File: src/rtl/host_port_pkg.sv
// constants and types for the host port byte map with burst reads
package host_port_pkg;

    // ------------------------------------------------------------
    // host pin side
    // ------------------------------------------------------------
    localparam int unsigned ADDR_W = 6;
    localparam int unsigned DATA_W = 16;
    localparam int unsigned BYTE_W = 8;
    localparam int unsigned NUM_OFFS = 32;
    localparam int unsigned FIFO_SEL_BIT = 5;
    localparam int unsigned PIN_W = 3 + ADDR_W + DATA_W;

    localparam logic [4:0] OFF_CMD = 5'h00;
    localparam logic [4:0] OFF_BCB = 5'h0D;
    localparam logic [4:0] OFF_DATA_PORT = 5'h10;
    localparam logic [4:0] OFF_UNUSED = 5'h11;
    localparam logic [4:0] OFF_LOW_ONLY = 5'h1E;
    localparam logic [4:0] OFF_RESET = 5'h1F;

    localparam int unsigned PAGE_LSB = 6;
    localparam int unsigned PAGE_MSB = 7;
    localparam logic [1:0] PAGE_BCB = 2'h3;
    localparam int unsigned BCB_BIT = 0;
    localparam logic [7:0] OFFS_RESET = 8'h00;
    localparam logic BCB_RESET = 1'b0;

    // strap capture waits for the pin synchroniser to fill after release
    localparam int unsigned SYNC_STAGES = 2;
    localparam logic [1:0] STRAP_TAKE_CYCLES = 2'(SYNC_STAGES + 1);

    // ------------------------------------------------------------
    // apb register map
    // ------------------------------------------------------------
    localparam int unsigned APB_ADDR_W = 12;
    localparam logic [11:0] APB_CTRL = 12'h000;
    localparam logic [11:0] APB_STATUS = 12'h004;
    localparam logic [11:0] APB_BYTE_BASE = 12'h080;

    localparam int unsigned CTRL_PORT_EN_BIT = 0;
    localparam logic CTRL_PORT_EN_RESET = 1'b1;

    localparam int unsigned ST_MODE8_BIT = 0;
    localparam int unsigned ST_SEL_STRAP_BIT = 1;
    localparam int unsigned ST_CLK_STRAP_BIT = 2;
    localparam int unsigned ST_BCB_BIT = 3;
    localparam int unsigned ST_PAGE_LSB = 4;
    localparam int unsigned ST_BURST_BIT = 6;
    localparam int unsigned ST_READY_BIT = 7;

    typedef enum logic [1:0] {ST_IDLE, ST_READ, ST_WRITE} port_state_t;

endpackage : host_port_pkg

File: src/rtl/host_evt_if.sv
// carrier between the pin synchroniser and the host port core
`timescale 1ns/1ps
`default_nettype none
interface host_evt_if;
    logic rd_act;
    logic wr_act;
    logic [5:0] addr;
    logic [15:0] wdata;
    logic bound_toggle;
    logic bcb_sel;

    modport sync (output rd_act, output wr_act, output addr, output wdata, output bound_toggle, input bcb_sel);
    modport core (input rd_act, input wr_act, input addr, input wdata, input bound_toggle, output bcb_sel);
endinterface : host_evt_if
`default_nettype wire

File: src/rtl/host_pin_sync.sv
// two-flop synchroniser for the host pins and word boundary detector
`timescale 1ns/1ps
`default_nettype none
module host_pin_sync (
    input wire logic pclk, // system clock
    input wire logic presetn, // async reset, active low
    input wire logic cs_n, // host chip select pin
    input wire logic rd_n, // host read strobe pin
    input wire logic wr_n, // host write strobe pin
    input wire logic [5:0] addr, // host address pins
    input wire logic [15:0] data, // host data pins, input side
    host_evt_if.sync evt // synchronised view
);
    import host_port_pkg::*;

    logic [PIN_W-1:0] meta;
    logic [PIN_W-1:0] stable;
    logic [1:0] prev_low_addr;

    wire [PIN_W-1:0] pins = {cs_n, rd_n, wr_n, addr, data};
    wire [1:0] low_addr = stable[DATA_W+1:DATA_W];

    // ------------------------------------------------------------
    // synchroniser; meta feeds stable and nothing else
    // ------------------------------------------------------------
    always_ff @(posedge pclk or negedge presetn) begin
        if (!presetn) begin
            meta <= '1;
            stable <= '1;
            prev_low_addr <= 2'h3;
        end else begin
            meta <= pins;
            stable <= meta;
            prev_low_addr <= low_addr;
        end
    end

    assign evt.rd_act = !stable[PIN_W-1] && !stable[PIN_W-2];
    assign evt.wr_act = !stable[PIN_W-1] && !stable[PIN_W-3];
    assign evt.addr = stable[DATA_W+ADDR_W-1:DATA_W];
    assign evt.wdata = stable[DATA_W-1:0];
    // a change of the chosen address bit opens the next burst word
    assign evt.bound_toggle = evt.bcb_sel ? (low_addr[1] ^ prev_low_addr[1])
                                          : (low_addr[0] ^ prev_low_addr[0]);
endmodule : host_pin_sync
`default_nettype wire

File: src/rtl/host_port_byte_map_burst_read.sv
// host port core: 8-bit byte map, data port, burst reads, apb status
//
// Local design decisions: the register addresses and register access over APB.
`timescale 1ns/1ps
`default_nettype none
module host_port_byte_map_burst_read (
    input wire logic pclk, // apb clock, 100 MHz
    input wire logic presetn, // async reset, active low
    input wire logic [host_port_pkg::APB_ADDR_W-1:0] paddr, // apb address
    input wire logic psel, // apb select
    input wire logic penable, // apb enable
    input wire logic pwrite, // apb direction
    input wire logic [31:0] pwdata, // apb write data
    output logic [31:0] prdata, // apb read data
    output logic pready, // apb ready
    output logic pslverr, // apb error, unmapped address
    input wire logic host_cs_n, // host chip select pin
    input wire logic host_rd_n, // host read strobe pin
    input wire logic host_wr_n, // host write strobe pin
    input wire logic [host_port_pkg::ADDR_W-1:0] host_addr, // host address pins
    input wire logic [host_port_pkg::DATA_W-1:0] host_data_in, // host data pins, input
    output logic [host_port_pkg::DATA_W-1:0] host_data_out, // host data pins, output
    output logic host_data_oe, // host data drive enable
    input wire logic eeprom_select_strap, // bus mode strap
    input wire logic eeprom_clock_strap, // bus mode strap
    output logic dp_rd_stb, // packet data port pop
    output logic dp_wr_stb, // packet data port push
    output logic [host_port_pkg::BYTE_W-1:0] dp_wdata, // packet data port write byte
    input wire logic [host_port_pkg::DATA_W-1:0] dp_rdata, // packet data port head word
    output logic soft_reset // device reset pulse
);
    import host_port_pkg::*;

    host_evt_if evt ();

    host_pin_sync u_sync (
        .pclk(pclk),
        .presetn(presetn),
        .cs_n(host_cs_n),
        .rd_n(host_rd_n),
        .wr_n(host_wr_n),
        .addr(host_addr),
        .data(host_data_in),
        .evt(evt)
    );

    // ------------------------------------------------------------
    // state
    // ------------------------------------------------------------
    port_state_t state;
    port_state_t next_state;
    logic [BYTE_W-1:0] offs [NUM_OFFS];
    logic bcb;
    logic port_en;
    logic [1:0] strap_meta;
    logic [1:0] strap_sync;
    logic [1:0] straps;
    logic [1:0] take_cnt;
    logic straps_taken;

    // ------------------------------------------------------------
    // read lane mapping
    // ------------------------------------------------------------
    function automatic logic [DATA_W-1:0] map_read(
        input logic [4:0] off,
        input logic [BYTE_W-1:0] own,
        input logic [BYTE_W-1:0] odd,
        input logic [DATA_W-1:0] port_word
    );
        logic [DATA_W-1:0] w;
        w = '0;
        if (off == OFF_DATA_PORT) begin
            w = port_word;
        end else if (off == OFF_UNUSED || off == OFF_RESET) begin
            w = '0;
        end else if (off == OFF_LOW_ONLY) begin
            w = {8'h00, own};
        end else if (off[0]) begin
            w = {own, own};
        end else begin
            w = {odd, own};
        end
        return w;
    endfunction : map_read

    // ------------------------------------------------------------
    // host decode
    // ------------------------------------------------------------
    wire [4:0] off = evt.addr[4:0];
    wire burst = evt.addr[FIFO_SEL_BIT];
    wire [1:0] page = offs[OFF_CMD][PAGE_MSB:PAGE_LSB];
    wire mode_8bit = straps_taken && straps == 2'b11;
    wire host_ok = port_en && mode_8bit;
    wire rd_begin = state == ST_IDLE && evt.rd_act && host_ok;
    // no word count is kept, so a burst never runs out
    wire word_next = state == ST_READ && burst && evt.rd_act && evt.bound_toggle;
    wire fetch = rd_begin || word_next;
    wire wr_begin = state == ST_IDLE && evt.wr_act && !evt.rd_act && host_ok;
    wire wr_commit = state == ST_WRITE && !evt.wr_act;
    wire reset_hit = fetch && off == OFF_RESET;
    wire wr_to_reg = wr_commit && off != OFF_DATA_PORT && off != OFF_UNUSED;
    wire wr_bcb = wr_to_reg && off == OFF_BCB && page == PAGE_BCB;
    wire [DATA_W-1:0] rd_word = map_read(off, offs[off], offs[{off[4:1], 1'b1}], dp_rdata);

    assign evt.bcb_sel = bcb;

    always_comb begin
        next_state = state;
        case (state)
            ST_IDLE: begin
                if (rd_begin) begin
                    next_state = ST_READ;
                end else if (wr_begin) begin
                    next_state = ST_WRITE;
                end
            end
            ST_READ: begin
                if (!evt.rd_act) begin
                    next_state = ST_IDLE;
                end
            end
            ST_WRITE: begin
                if (!evt.wr_act) begin
                    next_state = ST_IDLE;
                end
            end
            default: begin
                next_state = ST_IDLE;
            end
        endcase
    end

    always_ff @(posedge pclk or negedge presetn) begin
        if (!presetn) begin
            state <= ST_IDLE;
        end else begin
            state <= next_state;
        end
    end

    // ------------------------------------------------------------
    // strap capture after reset release
    // ------------------------------------------------------------
    always_ff @(posedge pclk or negedge presetn) begin
        if (!presetn) begin
            strap_meta <= 2'h0;
            strap_sync <= 2'h0;
            straps <= 2'h0;
            take_cnt <= 2'h0;
            straps_taken <= 1'b0;
        end else begin
            strap_meta <= {eeprom_select_strap, eeprom_clock_strap};
            strap_sync <= strap_meta;
            if (!straps_taken) begin
                take_cnt <= take_cnt + 2'h1;
                if (take_cnt == STRAP_TAKE_CYCLES - 2'h1) begin
                    straps <= strap_sync;
                    straps_taken <= 1'b1;
                end
            end
        end
    end

    // ------------------------------------------------------------
    // byte registers, burst select, data port strobes
    // ------------------------------------------------------------
    always_ff @(posedge pclk or negedge presetn) begin
        if (!presetn) begin
            for (int i = 0; i < NUM_OFFS; i++) begin
                offs[i] <= OFFS_RESET;
            end
            bcb <= BCB_RESET;
        end else if (reset_hit) begin
            for (int i = 0; i < NUM_OFFS; i++) begin
                offs[i] <= OFFS_RESET;
            end
            bcb <= BCB_RESET;
        end else if (wr_to_reg) begin
            offs[off] <= evt.wdata[BYTE_W-1:0];
            if (wr_bcb) begin
                bcb <= evt.wdata[BCB_BIT];
            end
        end
    end

    always_ff @(posedge pclk or negedge presetn) begin
        if (!presetn) begin
            host_data_out <= '0;
            host_data_oe <= 1'b0;
            dp_rd_stb <= 1'b0;
            dp_wr_stb <= 1'b0;
            dp_wdata <= '0;
            soft_reset <= 1'b0;
        end else begin
            if (fetch) begin
                host_data_out <= rd_word;
            end
            host_data_oe <= next_state == ST_READ;
            dp_rd_stb <= fetch && off == OFF_DATA_PORT;
            dp_wr_stb <= wr_commit && off == OFF_DATA_PORT;
            if (wr_commit && off == OFF_DATA_PORT) begin
                dp_wdata <= evt.wdata[BYTE_W-1:0];
            end
            soft_reset <= reset_hit;
        end
    end

    // ------------------------------------------------------------
    // apb slave, zero wait states
    // ------------------------------------------------------------
    wire apb_setup = psel && !penable;
    wire apb_wr = psel && penable && pwrite;
    wire hit_ctrl = paddr == APB_CTRL;
    wire hit_status = paddr == APB_STATUS;
    wire hit_byte = paddr[11:7] == APB_BYTE_BASE[11:7] && paddr[1:0] == 2'h0;
    // straps is {select, clock}: select lands on bit 1, clock on bit 2, straps taken on top
    wire [31:0] status_word = {24'h0, straps_taken, state == ST_READ && burst, page,
                               bcb, straps[0], straps[1], mode_8bit};

    assign pready = 1'b1;

    always_ff @(posedge pclk or negedge presetn) begin
        if (!presetn) begin
            port_en <= CTRL_PORT_EN_RESET;
        end else if (apb_wr && hit_ctrl) begin
            port_en <= pwdata[CTRL_PORT_EN_BIT];
        end
    end

    always_ff @(posedge pclk or negedge presetn) begin
        if (!presetn) begin
            prdata <= '0;
            pslverr <= 1'b0;
        end else if (apb_setup) begin
            pslverr <= !(hit_ctrl || hit_status || hit_byte);
            if (hit_ctrl) begin
                prdata <= {31'h0, port_en};
            end else if (hit_status) begin
                prdata <= status_word;
            end else if (hit_byte) begin
                prdata <= {24'h0, offs[paddr[6:2]]};
            end else begin
                prdata <= '0;
            end
        end
    end

endmodule : host_port_byte_map_burst_read
`default_nettype wire

File: config.mk
export PLATFORM = sky130hd
export DESIGN_NAME = host_port_byte_map_burst_read
export DESIGN_NICKNAME = d
export VERILOG_FILES = /design/src/rtl/host_port_pkg.sv /design/src/rtl/host_evt_if.sv /design/src/rtl/host_pin_sync.sv /design/src/rtl/host_port_byte_map_burst_read.sv
export SDC_FILE = /design/constraint.sdc
export NUM_CORES = 1
export LEC_CHECK = 0
export ABC_AREA = 1
export BUFFER_PORTS_ARGS = -buffer_cell sky130_fd_sc_hd__buf_2
export CAP_MARGIN = 20
export CELL_PAD_IN_SITES_DETAIL_PLACEMENT = 1
export CELL_PAD_IN_SITES_GLOBAL_PLACEMENT = 1
export CORE_AREA = 2 2 195 197
export CTS_BUF_LIST = sky130_fd_sc_hd__clkbuf_8
export CTS_CLUSTER_DIAMETER = 150
export DETAILED_ROUTE_END_ITERATION = 8
export DIE_AREA = 0 0 197 199
export PLACE_DENSITY_LB_ADDON = 0.05
export SLEW_MARGIN = 0
export SYNTH_ARGS = -nofsm -noshare
export SYNTH_HDL_FRONTEND = slang
export SYNTH_SLANG_ARGS = --single-unit
File: constraint.sdc
create_clock -name pclk -period 3.3 [get_ports pclk]
set_clock_uncertainty 0.15 [all_clocks]
set_input_delay 0.495 -clock pclk [delete_from_list [all_inputs] [get_ports pclk]]
set_output_delay 0.495 -clock pclk [all_outputs]
set_load 0.05 [all_outputs]
==> impl_metrics.ini <==
[outcome]
outcome = finished, final reports clean

[die]
floorplan.core_area_sq_um = 37100
floorplan.initialDensity_pct = 49.5
io_pins = 154
chipHeight_microns = 199
die_width_microns = 197
fp.dieArea_sq_um = 39200
rows = 71

[detailed_routing]
routed_wirelength_microns = 82200
pre_antenna_drt_iters = 6
route.detailed.drc = 0
wl_met3_microns = 7640
drt-vias-per-instance = 6.30
detailroute.via_count = 19300
drt-initial-drc-count = 1934
ant_nets = 0
met2WireLength_microns = 37000
detail_route.wl_per_cell_microns = 26.9
wl_met1_microns = 32800
highest-signal-layer = met4

[power_and_ir_drop]
vdd.ir_drop.worst_uv = 441
cellLeakagePower_nw = 10.2
pwr-share-clk_pct = 41.5
p_sw_w = 0.00319
combPwrFrac_pct = 14.4
netSwitchingFraction_pct = 31.3
pwr_density_cell_nw_per_um2 = 485
seq_power_share_pct = 44.2
internal_power_w = 0.00702

[clock_network]
clockRootBuffer = clkbuf_8
cts_buffers = 60
cts.path.max_buffers = 3
clkSinkCount = 342
worst_skew_pair.late_latency_ns = 0.72
ctsHtreeMaxLevel = 2
tritoncts = built
cts.clk_slew.worst_paths_ns = 0.08

[timing]
setup-violations-final = 0
rsz0062_at_grt = no
timing_max_transition_violations_final = 0
achievable-frequency_mhz = 306
setup_total_negative_slack_ns = 0
final.setup.worst_slack_ns = 0.0316
slew_at_the_pin_closest_to_its_max_slew_limit_ns = 0.748
endpoints_failing_hold = 0
period_minus_slack_ns = 3.27
period_share_pct = 99.0
timing.max_slew.rel_slack_pct = 49.9

[setup_path]
crit_slowest_cell = dfstp_2
critPathKind = reg2reg
crit-reg2reg-launch = u_sync.stable[17]$_DFF_PN1_
critical_path.max_stage_delay_ns = 0.80
path_delay_family = simple AND/OR/NAND/NOR gates
worstSetupStartpointType = flop
worst-path-max-fanout = 29
critical_path.n_buffers_inverters = 2
worst_ep_arrival_time_ns = 3.68
critPathCaptureType = flop
critical_path_origin = u_sync.stable[17]$_DFF_PN1_
cp_data_required_time_ns = 3.71
timing.critical_path.cells = inv_2, nand2_1, nand3_1, nand3_1, nand2_2, nand2_4, buf_4, nand2_1, o22ai_1

[finish]
finalCoreUtilization_pct = 56.7
fin_nets = 2630
drive_above_1_share_pct = 13.2
antenna_cells = 0
synthToLayoutAreaGrowth_pct = 14.5

[hold_path]
worst_hold_startpoint = penable
min_path_type = in2reg

[synth]
synth-edff-count = 0
synth.yosys.seq_area_share_pct = 46.8
synth_instances = 2431
postSynthRegisterBits = 342
async_flop_share_pct = 100
syn_area_sq_um = 18400
synth.distinct_cells = 39
dominantRegCellSynth = dfrtp_1
postSynthAreaPerCell_sq_um = 7.56
synthesis.yosys.warnings = 0

[grt]
grt_pass1_wl_microns = 122000
vias_in_the_first_global_route = 19800
congestion_overflow_gr = 0
grt_use_total_pct = 42.0
grt_antenna_before_repair = 1
grt_start_max_net_pins = 69

[placement]
place_hpwl_microns = 54600
place.gp.congestion = 1.03
number_of_buffers_inserted_by_port_buffering = 89
placement.setup.worst_slack_ns = 0.151

[run]
timing.max_cap.violations = 0
-- synthesized netlist by cell type (5+ instances only) --
| library cell | instances | area (sq um) |
|---|---|---|
| nor3_1 | 8 | 40.0 |
| o21ai_0 | 265 | 1330 |
| a21oi_1 | 67 | 335 |
| buf_4 | 36 | 270 |
| clkbuf_1 | 76 | 285 |
| nand3_2 | 9 | 90.1 |
| o22ai_1 | 135 | 845 |
| inv_2 | 7 | 26.3 |
| buf_2 | 60 | 300 |
| buf_1 | 10 | 37.5 |
| a22oi_1 | 92 | 691 |
| nor2_1 | 85 | 319 |
| nand3_1 | 285 | 1430 |
| o211ai_1 | 6 | 45.0 |
| nand2_2 | 9 | 56.3 |
| dfstp_2 | 37 | 972 |
| nand2_1 | 680 | 2550 |
| nand4_1 | 8 | 50.1 |
| dfrtp_1 | 305 | 7630 |
| clkinv_1 | 5 | 18.8 |
| inv_1 | 216 | 811 |
-- worst min-delay path, delay by kind of cell --
kind | cells | cell delay [ns]
buffers and inverters | 1 | 0.10
and+or+nand+nor | 2 | 0.22
AOI/OAI and AO/OA | 1 | 0.08
-- kinds of logic after synthesis --
kind of cell	share of synthesized area, %
fa+ha+maj	0.0681
mux	0.123
xor+xnor	0.0477
compound gates	18.2
flops	46.8
simple gates	25.1
buf+inv	9.58
other cells	0.0409
-- sequential cells by signal, indices dropped and copies added (netlist names), 8 cells and up --
| register | flops |
|---|---|
| host_data_out | 16 |
| prdata | 8 |
| offs | 256 |
| u_sync.stable | 17 |
| dp_wdata | 8 |
| u_sync.meta | 17 |
-- power by group through the flow --
| stage | logic, W | clock network [W] | registers (W) |
|---|---|---|---|
| floorplan | 0.000698 | 0 | 0.00469 |
| finish | 0.00147 | 0.00424 | 0.00451 |
| detailed placement | 0.00138 | 0 | 0.00457 |
| global placement | 0.00135 | 0 | 0.00456 |
| CTS | 0.00142 | 0.00426 | 0.00450 |
| global route | 0.00155 | 0.00444 | 0.00452 |
-- metrics by stage --
step / instances / hold WS [ns] / cell area (sq um) / power [W]
3_3_place_gp: 2910 / 0.188 / 19400 / 0.00592
4_1_cts: 3060 / 0.0183 / 21000 / 0.0102
3_5_place_dp: 2910 / 0.190 / 19400 / 0.00596
5_1_grt: 3060 / 0.0939 / 21000 / 0.0105
6_report: 3060 / 0.0788 / 21000 / 0.0102
2_1_floorplan: 2454 / 0.0494 / 18500 / 0.00538
-- layout by cell type (no fill, tap or decap), drive strengths merged --
cell         netlist  final
nor4               1      1
a21oi             70     70
xnor2              1      1
a21boi             3      3
ha                 1      1
clkinv             5     13
a22oi             92     92
nor3               8      8
buf              107    165
nand2            689    689
inv              223    243
bufinv             0      1
mux2               2      2
o31ai              2      2
conb               2     25
clkbuf            76     81
o211ai             6      6
nor2              90     90
or2                2      2
clkinvlp           0      1
nand4              9      9
o21bai             1      1
dfrtp            305    305
o21ai            269    269
nand3            294    294
dfstp             37     37
o22ai            135    135
dlygate4sd3        0     39
a211oi             1      1
-- area by class of cell --
cell class                      instances  area, sq um
Fill cell                            4637        16100
Timing Repair Buffer                  204         1590
Multi-Input combinational cell       1701         8130
Clock buffer                           81         1110
Sequential cell                       342         8600
Inverter                              228          856
Tap cell                              474          593
Clock inverter                         30          166
-- worst paths after layout --
path,depth (start not counted),end,slack (ns)
worst max-delay path,9,offs[203]$_DFFE_PN0P_,0.03
worst min-delay path,4,pslverr$_DFFE_PN0P_,0.08
worst max register to register,9,offs[203]$_DFFE_PN0P_,0.03
worst min register to register,0,u_sync.stable[7]$_DFF_PN1_,0.21
max in group asynchronous,3,offs[77]$_DFFE_PN0P_,1.94
min in group asynchronous,2,dp_rd_stb$_DFF_PN0_,0.22
-- layer usage --
layer / up-vias / GRT usage (%)
li1: 8313 / -
met1: 9631 / 54.2
met2: 1065 / 65.5
met3: 260 / 8.95
met4: 0 / 24.1
met5: - / 0
-- what timing repair did --
item / 4_1_cts / 5_1_grt
resized for setup: 0 / 3
endpoints found under the setup margin: 0 / 14
endpoints found under the hold margin: 91 / 0
buffers inserted: 0 / 0
hold buffers: 39 / 0
(Power assumes the default switching activity.)
